`src/design/i2c_ext_status_pkg.sv`:
```
// constants, register map and types of the i2c extended status block
package i2c_ext_status_pkg;

  // ----------------------------------------
  // register port geometry
  // ----------------------------------------
  localparam int ADDR_W = 8;
  localparam int DATA_W = 8;

  // ----------------------------------------
  // register offsets
  // ----------------------------------------
  localparam logic [7:0] OFS_MAIN_STATUS = 8'h00;
  localparam logic [7:0] OFS_EXT_STATUS  = 8'h04;
  localparam logic [7:0] OFS_MODE_CTRL   = 8'h08;
  localparam logic [7:0] OFS_EVT_STATUS  = 8'h0C;
  localparam logic [7:0] OFS_EVT_MASK    = 8'h10;

  // ----------------------------------------
  // bit positions (msb-first bit n sits at vector bit 7-n)
  // ----------------------------------------
  localparam int EXT_PEND = 7;
  localparam int EXT_STATE_HI = 6;
  localparam int EXT_STATE_LO = 4;
  localparam int EXT_DECK = 3;
  localparam int EXT_ARB = 2;
  localparam int EXT_PART = 1;
  localparam int EXT_ABORT = 0;
  localparam int MAIN_ERR = 2;
  localparam int MAIN_ACTIVE = 1;
  localparam int MAIN_XFER = 0;
  localparam int CTRL_IRQ_EN = 2;
  localparam int EVT_QUEUE = 0;
  localparam int EVT_ARB = 1;
  localparam int EVT_PART = 2;
  localparam int EVT_ABORT = 3;
  localparam int EVT_N = 4;

  // ----------------------------------------
  // reset values and bus control state codes
  // ----------------------------------------
  localparam logic [7:0] ZERO_BYTE = 8'h00;
  localparam logic [3:0] EVT_RESET = 4'h0;
  localparam logic [2:0] CODE_SLAVE_SEL  = 3'h1;
  localparam logic [2:0] CODE_SLAVE_XFER = 3'h2;
  localparam logic [2:0] CODE_MASTER     = 3'h3;
  localparam logic [2:0] CODE_FREE       = 3'h4;
  localparam logic [2:0] CODE_BUSY       = 3'h5;
  localparam logic [2:0] CODE_UNKNOWN    = 3'h6;
  localparam logic [2:0] CODE_BAD_LO     = 3'h0;
  localparam logic [2:0] CODE_BAD_HI     = 3'h7;

  typedef enum logic [5:0] {
    ST_UNKNOWN    = 6'b000001,
    ST_FREE       = 6'b000010,
    ST_BUSY       = 6'b000100,
    ST_MASTER     = 6'b001000,
    ST_SLAVE_XFER = 6'b010000,
    ST_SLAVE_SEL  = 6'b100000
  } bus_state_type;

endpackage : i2c_ext_status_pkg

```
`src/design/i2c_ext_status.sv`:
```
// extended status, bus control state and interrupt queue of the i2c interface
// Notes on behaviour
// - bus state codes 001, 010, 011 reported
// - free 100, busy 101, reset value 110
// - codes 000 and 111 never produced
// - pending set when active and on-deck full
// - pending moves on-deck after on-deck promotes
// - on-deck set on event while active
// - pending fills free on-deck next cycle
// - clearing active promotes on-deck to active
// - active stays until software clears it
// - write one clears queue and error flags
// - arbitration loss sets arbitration-lost flag
// - partial master transfer sets incomplete flag
// - abort event sets aborted, lost arbitration does not
// - pending transfer clears the three error flags
// - arbitration lost in repeated start drops ownership
// - main error bit is or of error flags
// - interrupt disabled never sets active flag
`timescale 1ns/1ns
`default_nettype none
module i2c_ext_status
  import i2c_ext_status_pkg::*;
(
  // clock and reset
  input  wire logic                                 ref_clk,
  input  wire logic                                 srst,
  // register port
  input  wire logic [i2c_ext_status_pkg::ADDR_W-1:0] reg_addr,
  input  wire logic [i2c_ext_status_pkg::DATA_W-1:0] reg_wdata,
  input  wire logic                                 reg_wr,
  input  wire logic                                 reg_rd,
  output logic      [i2c_ext_status_pkg::DATA_W-1:0] reg_rdata,
  // bus events from the protocol engine
  input  wire logic                                 start_seen,
  input  wire logic                                 stop_seen,
  input  wire logic                                 master_start,
  input  wire logic                                 slave_addr_match,
  input  wire logic                                 slave_addr_miss,
  input  wire logic                                 exit_unknown_req,
  // transfer outcome from the protocol engine
  input  wire logic                                 pending_transfer_flag,
  input  wire logic                                 arb_lost_evt,
  input  wire logic                                 incomplete_evt,
  input  wire logic                                 abort_evt,
  input  wire logic                                 irq_condition,
  // interrupt
  output logic                                      irq
);
  import i2c_ext_status_pkg::*;

  // ----------------------------------------
  // state
  // ----------------------------------------
  typedef struct packed {
    bus_state_type           bus_state;
    logic                    irq_active_flag;
    logic                    irq_on_deck_flag;
    logic                    irq_pending_flag;
    logic                    arbitration_lost_flag;
    logic                    incomplete_transfer_flag;
    logic                    transfer_aborted_flag;
    logic                    interrupt_enable_bit;
    logic [EVT_N-1:0]        evt_status;
    logic [EVT_N-1:0]        evt_mask;
    logic [DATA_W-1:0]       rdata;
    logic                    irq;
  } state_type;

  state_type s_r;
  state_type s_nxt;

  logic [2:0]        state_code;
  logic [DATA_W-1:0] ext_vec;
  logic [DATA_W-1:0] main_vec;
  logic [DATA_W-1:0] ctrl_vec;
  logic [DATA_W-1:0] evt_vec;
  logic [DATA_W-1:0] mask_vec;
  logic              wr_main;
  logic              wr_ext;
  logic              wr_evt;
  logic              clr_active;
  logic              queue_evt;
  logic [EVT_N-1:0]  evt_set;

  // ----------------------------------------
  // status views
  // ----------------------------------------
  always_comb begin
    case (s_r.bus_state)
      ST_SLAVE_SEL:  state_code = CODE_SLAVE_SEL;
      ST_SLAVE_XFER: state_code = CODE_SLAVE_XFER;
      ST_MASTER:     state_code = CODE_MASTER;
      ST_FREE:       state_code = CODE_FREE;
      ST_BUSY:       state_code = CODE_BUSY;
      default:       state_code = CODE_UNKNOWN;
    endcase
  end

  always_comb begin
    // msb-first numbering: documented bit 0 is vector bit 7
    ext_vec                        = ZERO_BYTE;
    ext_vec[EXT_PEND]                  = s_r.irq_pending_flag;
    ext_vec[EXT_STATE_HI:EXT_STATE_LO] = state_code;
    ext_vec[EXT_DECK]                  = s_r.irq_on_deck_flag;
    ext_vec[EXT_ARB]                   = s_r.arbitration_lost_flag;
    ext_vec[EXT_PART]                  = s_r.incomplete_transfer_flag;
    ext_vec[EXT_ABORT]                 = s_r.transfer_aborted_flag;
    main_vec                       = ZERO_BYTE;
    main_vec[MAIN_ERR]             = s_r.arbitration_lost_flag
                                   | s_r.incomplete_transfer_flag
                                   | s_r.transfer_aborted_flag;
    main_vec[MAIN_ACTIVE]          = s_r.irq_active_flag;
    main_vec[MAIN_XFER]            = pending_transfer_flag;
    ctrl_vec                       = ZERO_BYTE;
    ctrl_vec[CTRL_IRQ_EN]          = s_r.interrupt_enable_bit;
    evt_vec                        = ZERO_BYTE;
    evt_vec[EVT_N-1:0]             = s_r.evt_status;
    mask_vec                       = ZERO_BYTE;
    mask_vec[EVT_N-1:0]            = s_r.evt_mask;
  end

  assign wr_main    = reg_wr && (reg_addr == OFS_MAIN_STATUS);
  assign wr_ext     = reg_wr && (reg_addr == OFS_EXT_STATUS);
  assign wr_evt     = reg_wr && (reg_addr == OFS_EVT_STATUS);
  assign clr_active = wr_main && reg_wdata[MAIN_ACTIVE];
  // with interrupts disabled no condition ever reaches the queue
  assign queue_evt  = irq_condition && s_r.interrupt_enable_bit;

  always_comb begin
    evt_set            = EVT_RESET;
    evt_set[EVT_QUEUE] = queue_evt;
    evt_set[EVT_ARB]   = arb_lost_evt;
    evt_set[EVT_PART]  = incomplete_evt;
    evt_set[EVT_ABORT] = abort_evt;
  end

  // ----------------------------------------
  // next state
  // ----------------------------------------
  always_comb begin
    s_nxt = s_r;

    // bus control state machine
    case (s_r.bus_state)
      ST_UNKNOWN: begin
        if (exit_unknown_req || stop_seen) begin
          s_nxt.bus_state = ST_FREE;
        end
      end
      ST_FREE: begin
        if (master_start) begin
          s_nxt.bus_state = ST_MASTER;
        end else if (start_seen) begin
          s_nxt.bus_state = ST_SLAVE_XFER;
        end
      end
      ST_BUSY: begin
        if (stop_seen) begin
          s_nxt.bus_state = ST_FREE;
        end
      end
      ST_MASTER: begin
        // a lost arbitration, even at a repeated start, leaves the bus to another master
        if (arb_lost_evt) begin
          s_nxt.bus_state = ST_BUSY;
        end else if (stop_seen) begin
          s_nxt.bus_state = ST_FREE;
        end
      end
      ST_SLAVE_XFER: begin
        if (stop_seen) begin
          s_nxt.bus_state = ST_FREE;
        end else if (slave_addr_match) begin
          s_nxt.bus_state = ST_SLAVE_SEL;
        end else if (slave_addr_miss) begin
          s_nxt.bus_state = ST_BUSY;
        end
      end
      ST_SLAVE_SEL: begin
        if (stop_seen) begin
          s_nxt.bus_state = ST_FREE;
        end
      end
      default: begin
        s_nxt.bus_state = ST_UNKNOWN;
      end
    endcase

    // interrupt queue: active, on-deck, pending
    if (clr_active) begin
      // on-deck entry takes over the active slot
      s_nxt.irq_active_flag  = s_r.irq_on_deck_flag;
      s_nxt.irq_on_deck_flag = 1'b0;
    end
    if (wr_ext && reg_wdata[EXT_PEND]) begin
      s_nxt.irq_pending_flag = 1'b0;
    end
    if (wr_ext && reg_wdata[EXT_DECK]) begin
      s_nxt.irq_on_deck_flag = 1'b0;
    end
    // pending advances a cycle after on-deck frees up
    if (s_r.irq_pending_flag && !s_r.irq_on_deck_flag && !clr_active) begin
      s_nxt.irq_on_deck_flag = 1'b1;
      s_nxt.irq_pending_flag = 1'b0;
    end
    // new condition lands in the first free stage; set beats a clear
    if (queue_evt) begin
      if (!s_nxt.irq_active_flag) begin
        s_nxt.irq_active_flag = 1'b1;
      end else if (!s_nxt.irq_on_deck_flag) begin
        s_nxt.irq_on_deck_flag = 1'b1;
      end else begin
        s_nxt.irq_pending_flag = 1'b1;
      end
    end
    // no self clear of the active slot
    if (!s_nxt.irq_active_flag) begin
      s_nxt.irq_on_deck_flag = 1'b0;
    end

    // error flags: a new transfer clears them, events still win
    if (pending_transfer_flag) begin
      s_nxt.arbitration_lost_flag    = 1'b0;
      s_nxt.incomplete_transfer_flag = 1'b0;
      s_nxt.transfer_aborted_flag    = 1'b0;
    end
    if (wr_ext && reg_wdata[EXT_ARB]) begin
      s_nxt.arbitration_lost_flag = 1'b0;
    end
    if (wr_ext && reg_wdata[EXT_PART]) begin
      s_nxt.incomplete_transfer_flag = 1'b0;
    end
    if (wr_ext && reg_wdata[EXT_ABORT]) begin
      s_nxt.transfer_aborted_flag = 1'b0;
    end
    if (arb_lost_evt) begin
      s_nxt.arbitration_lost_flag = 1'b1;
    end
    if (incomplete_evt) begin
      s_nxt.incomplete_transfer_flag = 1'b1;
    end
    if (abort_evt) begin
      s_nxt.transfer_aborted_flag = 1'b1;
    end

    // control and event registers
    if (reg_wr && (reg_addr == OFS_MODE_CTRL)) begin
      s_nxt.interrupt_enable_bit = reg_wdata[CTRL_IRQ_EN];
    end
    if (reg_wr && (reg_addr == OFS_EVT_MASK)) begin
      s_nxt.evt_mask = reg_wdata[EVT_N-1:0];
    end
    s_nxt.evt_status = (s_r.evt_status & ~(wr_evt ? reg_wdata[EVT_N-1:0] : EVT_RESET))
                     | evt_set;
    s_nxt.irq = |(s_nxt.evt_status & s_nxt.evt_mask);

    // read port, data valid the cycle after the strobe only
    s_nxt.rdata = ZERO_BYTE;
    if (reg_rd) begin
      case (reg_addr)
        OFS_MAIN_STATUS: s_nxt.rdata = main_vec;
        OFS_EXT_STATUS:  s_nxt.rdata = ext_vec;
        OFS_MODE_CTRL:   s_nxt.rdata = ctrl_vec;
        OFS_EVT_STATUS:  s_nxt.rdata = evt_vec;
        OFS_EVT_MASK:    s_nxt.rdata = mask_vec;
        default:         s_nxt.rdata = ZERO_BYTE;
      endcase
    end
  end

  // ----------------------------------------
  // registers
  // ----------------------------------------
  always_ff @(posedge ref_clk) begin
    if (srst) begin
      s_r.bus_state                <= ST_UNKNOWN;
      s_r.irq_active_flag          <= 1'b0;
      s_r.irq_on_deck_flag         <= 1'b0;
      s_r.irq_pending_flag         <= 1'b0;
      s_r.arbitration_lost_flag    <= 1'b0;
      s_r.incomplete_transfer_flag <= 1'b0;
      s_r.transfer_aborted_flag    <= 1'b0;
      s_r.interrupt_enable_bit     <= 1'b0;
      s_r.evt_status               <= EVT_RESET;
      s_r.evt_mask                 <= EVT_RESET;
      s_r.rdata                    <= ZERO_BYTE;
      s_r.irq                      <= 1'b0;
    end else begin
      s_r <= s_nxt;
    end
  end

  assign reg_rdata = s_r.rdata;
  assign irq       = s_r.irq;

  // ----------------------------------------
  // assertions
  // ----------------------------------------
  state_code_legal_a: assert property (
    @(posedge ref_clk) disable iff (srst)
    (state_code != CODE_BAD_LO) && (state_code != CODE_BAD_HI))
    else $error("bus control state shows an unused code");

  state_reset_unknown_a: assert property (
    @(posedge ref_clk) $past(srst) |-> (state_code == CODE_UNKNOWN))
    else $error("bus control state not unknown after reset");

  master_code_a: assert property (
    @(posedge ref_clk) disable iff (srst)
    (s_r.bus_state == ST_FREE) && master_start |=> (state_code == CODE_MASTER))
    else $error("master start did not report master code");

  arb_drops_master_a: assert property (
    @(posedge ref_clk) disable iff (srst)
    (s_r.bus_state == ST_MASTER) && arb_lost_evt
      |=> (state_code == CODE_BUSY) && s_r.arbitration_lost_flag)
    else $error("lost arbitration kept master state");

  pending_to_deck_a: assert property (
    @(posedge ref_clk) disable iff (srst)
    s_r.irq_pending_flag && !s_r.irq_on_deck_flag && !reg_wr
      |=> s_r.irq_on_deck_flag && (s_r.irq_pending_flag == $past(queue_evt)))
    else $error("pending entry did not move on-deck");

  deck_on_event_a: assert property (
    @(posedge ref_clk) disable iff (srst)
    queue_evt && s_r.irq_active_flag && !s_r.irq_on_deck_flag && !reg_wr
      |=> s_r.irq_on_deck_flag)
    else $error("event while active did not fill on-deck");

  pend_on_full_a: assert property (
    @(posedge ref_clk) disable iff (srst)
    queue_evt && s_r.irq_active_flag && s_r.irq_on_deck_flag && !reg_wr
      |=> s_r.irq_pending_flag)
    else $error("event with full queue did not set pending");

  w1c_clears_a: assert property (
    @(posedge ref_clk) disable iff (srst)
    wr_ext && reg_wdata[EXT_ARB] && !arb_lost_evt
      |=> !s_r.arbitration_lost_flag)
    else $error("write one did not clear arbitration-lost flag");

  abort_sets_a: assert property (
    @(posedge ref_clk) disable iff (srst)
    abort_evt |=> s_r.transfer_aborted_flag)
    else $error("abort event did not set aborted flag");

  active_held_a: assert property (
    @(posedge ref_clk) disable iff (srst)
    s_r.irq_active_flag && !clr_active |=> s_r.irq_active_flag)
    else $error("active interrupt dropped without a clear");

  promote_deck_a: assert property (
    @(posedge ref_clk) disable iff (srst)
    clr_active && s_r.irq_on_deck_flag |=> s_r.irq_active_flag)
    else $error("on-deck entry not promoted on clear");

  disabled_no_active_a: assert property (
    @(posedge ref_clk) disable iff (srst)
    !s_r.interrupt_enable_bit && !s_r.irq_active_flag |=> !s_r.irq_active_flag)
    else $error("active flag set while interrupts disabled");

  xfer_clears_err_a: assert property (
    @(posedge ref_clk) disable iff (srst)
    pending_transfer_flag && !arb_lost_evt && !incomplete_evt && !abort_evt
      |=> !(s_r.arbitration_lost_flag || s_r.incomplete_transfer_flag
            || s_r.transfer_aborted_flag))
    else $error("error flags survived a pending transfer");

  err_summary_a: assert property (
    @(posedge ref_clk) disable iff (srst)
    reg_rd && (reg_addr == OFS_MAIN_STATUS)
      |=> reg_rdata[MAIN_ERR] == $past(s_r.arbitration_lost_flag
          || s_r.incomplete_transfer_flag || s_r.transfer_aborted_flag))
    else $error("main error bit disagrees with error flags");

  irq_level_a: assert property (
    @(posedge ref_clk) disable iff (srst)
    irq == |($past(s_nxt.evt_status) & $past(s_nxt.evt_mask)))
    else $error("interrupt output disagrees with status and mask");

endmodule : i2c_ext_status
`default_nettype wire

```
`config.mk`:
```
export PLATFORM = sky130hd
export DESIGN_NAME = i2c_ext_status
export DESIGN_NICKNAME = d
export VERILOG_FILES = /design/src/design/i2c_ext_status_pkg.sv /design/src/design/i2c_ext_status.sv
export SDC_FILE = /design/constraint.sdc
export NUM_CORES = 1
export LEC_CHECK = 0
export BUFFER_PORTS_ARGS = -buffer_cell sky130_fd_sc_hd__buf_2
export CORE_MARGIN = 5
export CORE_UTILIZATION = 40
export DETAILED_ROUTE_END_ITERATION = 8
export GPL_TIMING_DRIVEN = 0
export PLACE_DENSITY = 0.68
export SLEW_MARGIN = 20
export SYNTH_ARGS = -nofsm -noshare
export SYNTH_HDL_FRONTEND = slang
export SYNTH_SLANG_ARGS = --single-unit
```
`constraint.sdc`:
```
create_clock -name ref_clk -period 2.4 [get_ports ref_clk]
set_clock_uncertainty 0.2 [all_clocks]
set_input_delay 0.6 -clock ref_clk [delete_from_list [all_inputs] [get_ports ref_clk]]
set_output_delay 0.6 -clock ref_clk [all_outputs]
set_load 0.02 [all_outputs]
```
==> impl_metrics.ini <==
[worst_setup_path]
worst_ep_arrival_time_ns = 2.32
crit_type = input pin to flip-flop
start_kind = input pin
required_ns = 2.38
cp-end-kind = flip-flop
crit_fanout = 5

[logic_synthesis]
netlist_area_um2 = 1630
avgSynthCellArea_um2 = 8.28
yosysUniqueCellTypes = 50
netlist_instances = 197
ys_seq_area_share_pct = 36.8
synth.top_cells.by_area = dfxtp_1 (37%), nor2_1 (6.2%), mux2i_1 (4.9%)
synth_top_area_cell = dfxtp_1
yosysMostFrequentCell = dfxtp_1
yosysTopAreaCellShare_pct = 36.8
synth_commonest_cells = dfxtp_1 (30), nor2_1 (27), nand2_1 (16), o21ai_0 (13)
synthFlopType = dfxtp_1
yosysWarnings = 0
async_flop_share_pct = 0
syn-num-nets = 228
ys_ff_latch = 30
synth_edf_count = 0

[place]
gp_congestion = 0.853
dp.cells = 283
pre_cts_slack_ns = -0.237
io_buffers = 36
dp_hpwl_um = 3030

[timing]
maxSlewViolCount = 0
rsz0062_at_grt = yes
period_share_pct = 97.3
min_period_ns = 2.34
finalSetupTns_ns = 0
finalHoldViolCount = 0
tightest_slew_ns = 0.592
max_freq_ghz = 0.428
slew_headroom_pct = 60.2
finalSetupViolations = 0
setup_ws_ns = 0.0641

[route]
vias = 1534
dr_wl_met2_um = 1790
wl_per_cell_um = 13.4
wl_um = 3910
highest_layer = met4
vias_per_cell = 5.27
initialDrtViolationCount = 110
route.detailed.drc = 0
drt-met1-wl_um = 1820
first_pass_iters = 4
dr_wl_met3_um = 240
ant_nets = 0

[clock_network]
clockBufferDepth = 2
clk_pin_slew_ns = 0.06
h-tree-depth = 2
cts_root_buf = clkbuf_8
cts_resized = 0
tritoncts = done
cts_sinks = 30
clkLatencyLatePin_ns = 0.28
cts_setup_buffers = 0
cts_hold_buf = 0
numCtsBuffers = 5

[floorplanning]
io_pins = 40
rows = 23
die_area_um2 = 5460
die_h_um = 73.9
die_x_um = 73.9
start_util_pct = 41.1
core_um2 = 3970

[global_route]
grt_pass1_vias = 1381
grt.total_usage_pct = 15.1
grt_max_degree = 11
grt_pass1_wl_um = 6320
antenna_found_initial = 0
overflow = 0

[power]
pwr-share-seq_pct = 45.1
leakage_nw = 0.808
netSwitchingFraction_pct = 29.1
switchingPower_w = 0.000349
powerDensity_nw_per_um2 = 611
clkPwrFrac_pct = 35.0
combinationalPowerShare_pct = 19.9
ir_drop_uv = 267
internal-power_w = 0.000851

[cells_and_area]
syn_to_final_growth_pct = 20.5
n_fill_cell = 405
drive_gt1_share_pct = 27.0
stdcell_count = 291
nets = 271
diodes = 0

[worst_hold_path]
min_path_type = flip-flop to flip-flop

[run]
maxCapViolations = 0

[status]
outcome = complete, no violations
==> sequential cells by signal, indices dropped and copies added (netlist names) <==
name	cells
reg_rdata	8
s_r	6
ext_vec	5
evt_vec	4
mask_vec	4
ctrl_vec	1
irq	1
main_vec	1
==> path summary, 6_finish.rpt <==
check / depth (start not counted) / startpoint / to / slack, ns
worst min-delay path: 2 / ext_vec[7]$_SDFF_PP0_ / reg_rdata[7]$_SDFF_PP0_ / 0.27
worst min register to register: 2 / ext_vec[7]$_SDFF_PP0_ / reg_rdata[7]$_SDFF_PP0_ / 0.27
worst max-delay path: 6 / reg_addr[5] / ext_vec[3]$_SDFF_PP0_ / 0.06
worst max register to register: 6 / s_r[25]$_SDFFE_PP0P_ / s_r[25]$_SDFFE_PP0P_ / 0.27
==> cells in the final DEF (no fill, tap or decap), types with 3 or more instances in the layout <==
cell       n
or4_4      3
nand2_1   16
nand3_1    3
dfxtp_1   30
mux2i_1    8
nor2b_1    4
a22oi_1    3
nand2b_1   3
o21ai_0   13
a21oi_1    6
nor4_1     6
buf_4      8
nor2_1    27
a31oi_1    6
inv_1      7
nor3b_1    3
clkbuf_1   8
clkbuf_8   6
buf_2     36
==> layout make-up <==
type	instances	area (µm²)	share of cell area, %
Tap cell	50	62.6	3.18
Sequential cell	30	601	30.6
Clock buffer	7	86.3	4.39
Inverter	7	26.3	1.34
Multi-Input combinational cell	143	911	46.3
Buffer	17	93.8	4.77
Timing Repair Buffer	36	180	9.17
Clock inverter	1	5.00	0.255
==> power by group through the flow <==
stage / Sequential (W) / Combinational, W / Clock, W
2_1_floorplan: 0.000548 / 0.000168 / 0
3_3_place_gp: 0.000554 / 0.000236 / 0
3_5_place_dp: 0.000552 / 0.000237 / 0
4_1_cts: 0.000542 / 0.000239 / 0.000428
5_1_grt: 0.000545 / 0.000268 / 0.000449
6_report: 0.000541 / 0.000239 / 0.000420
==> routing by layer <==
layer	GRT usage [%]	up-vias
li1	-	797
met1	20.6	683
met2	22.5	48
met3	4.10	6
met4	5.43	0
met5	0	-
==> metrics by stage <==
step	utilization [%]	area, µm²	hold slack [ns]	total power, W
after floorplan	-	1630	0.226	0.000716
after global placement	47.2	1870	0.240	0.000789
after detailed placement	47.2	1870	0.247	0.000789
after CTS	49.5	1970	0.264	0.00121
after global routing	49.5	1970	0.286	0.00126
final	49.5	1970	0.265	0.00120
==> cell families (layout without fill, tap and decap cells) <==
group | count (synthesis) | count (layout) | share of synthesized area, %
AO/OA/AOI/OAI | 46 | 46 | 18.8
adder cells (fa/ha/maj) | 1 | 1 | 0.614
multiplexers | 10 | 10 | 6.29
buffers and inverters | 24 | 68 | 7.36
XOR/XNOR | 3 | 3 | 1.61
AND/OR/NAND/NOR | 83 | 83 | 28.5
flip-flops | 30 | 30 | 36.8
==> worst max-delay path: stages <==
cell	delay (ns)
buf_2	0.11
or4_4	0.56
nor4_2	0.53
a31oi_1	0.21
o2bb2ai_1	0.15
and2_1	0.15
No activity file was read; power rests on OpenSTA's default activity.
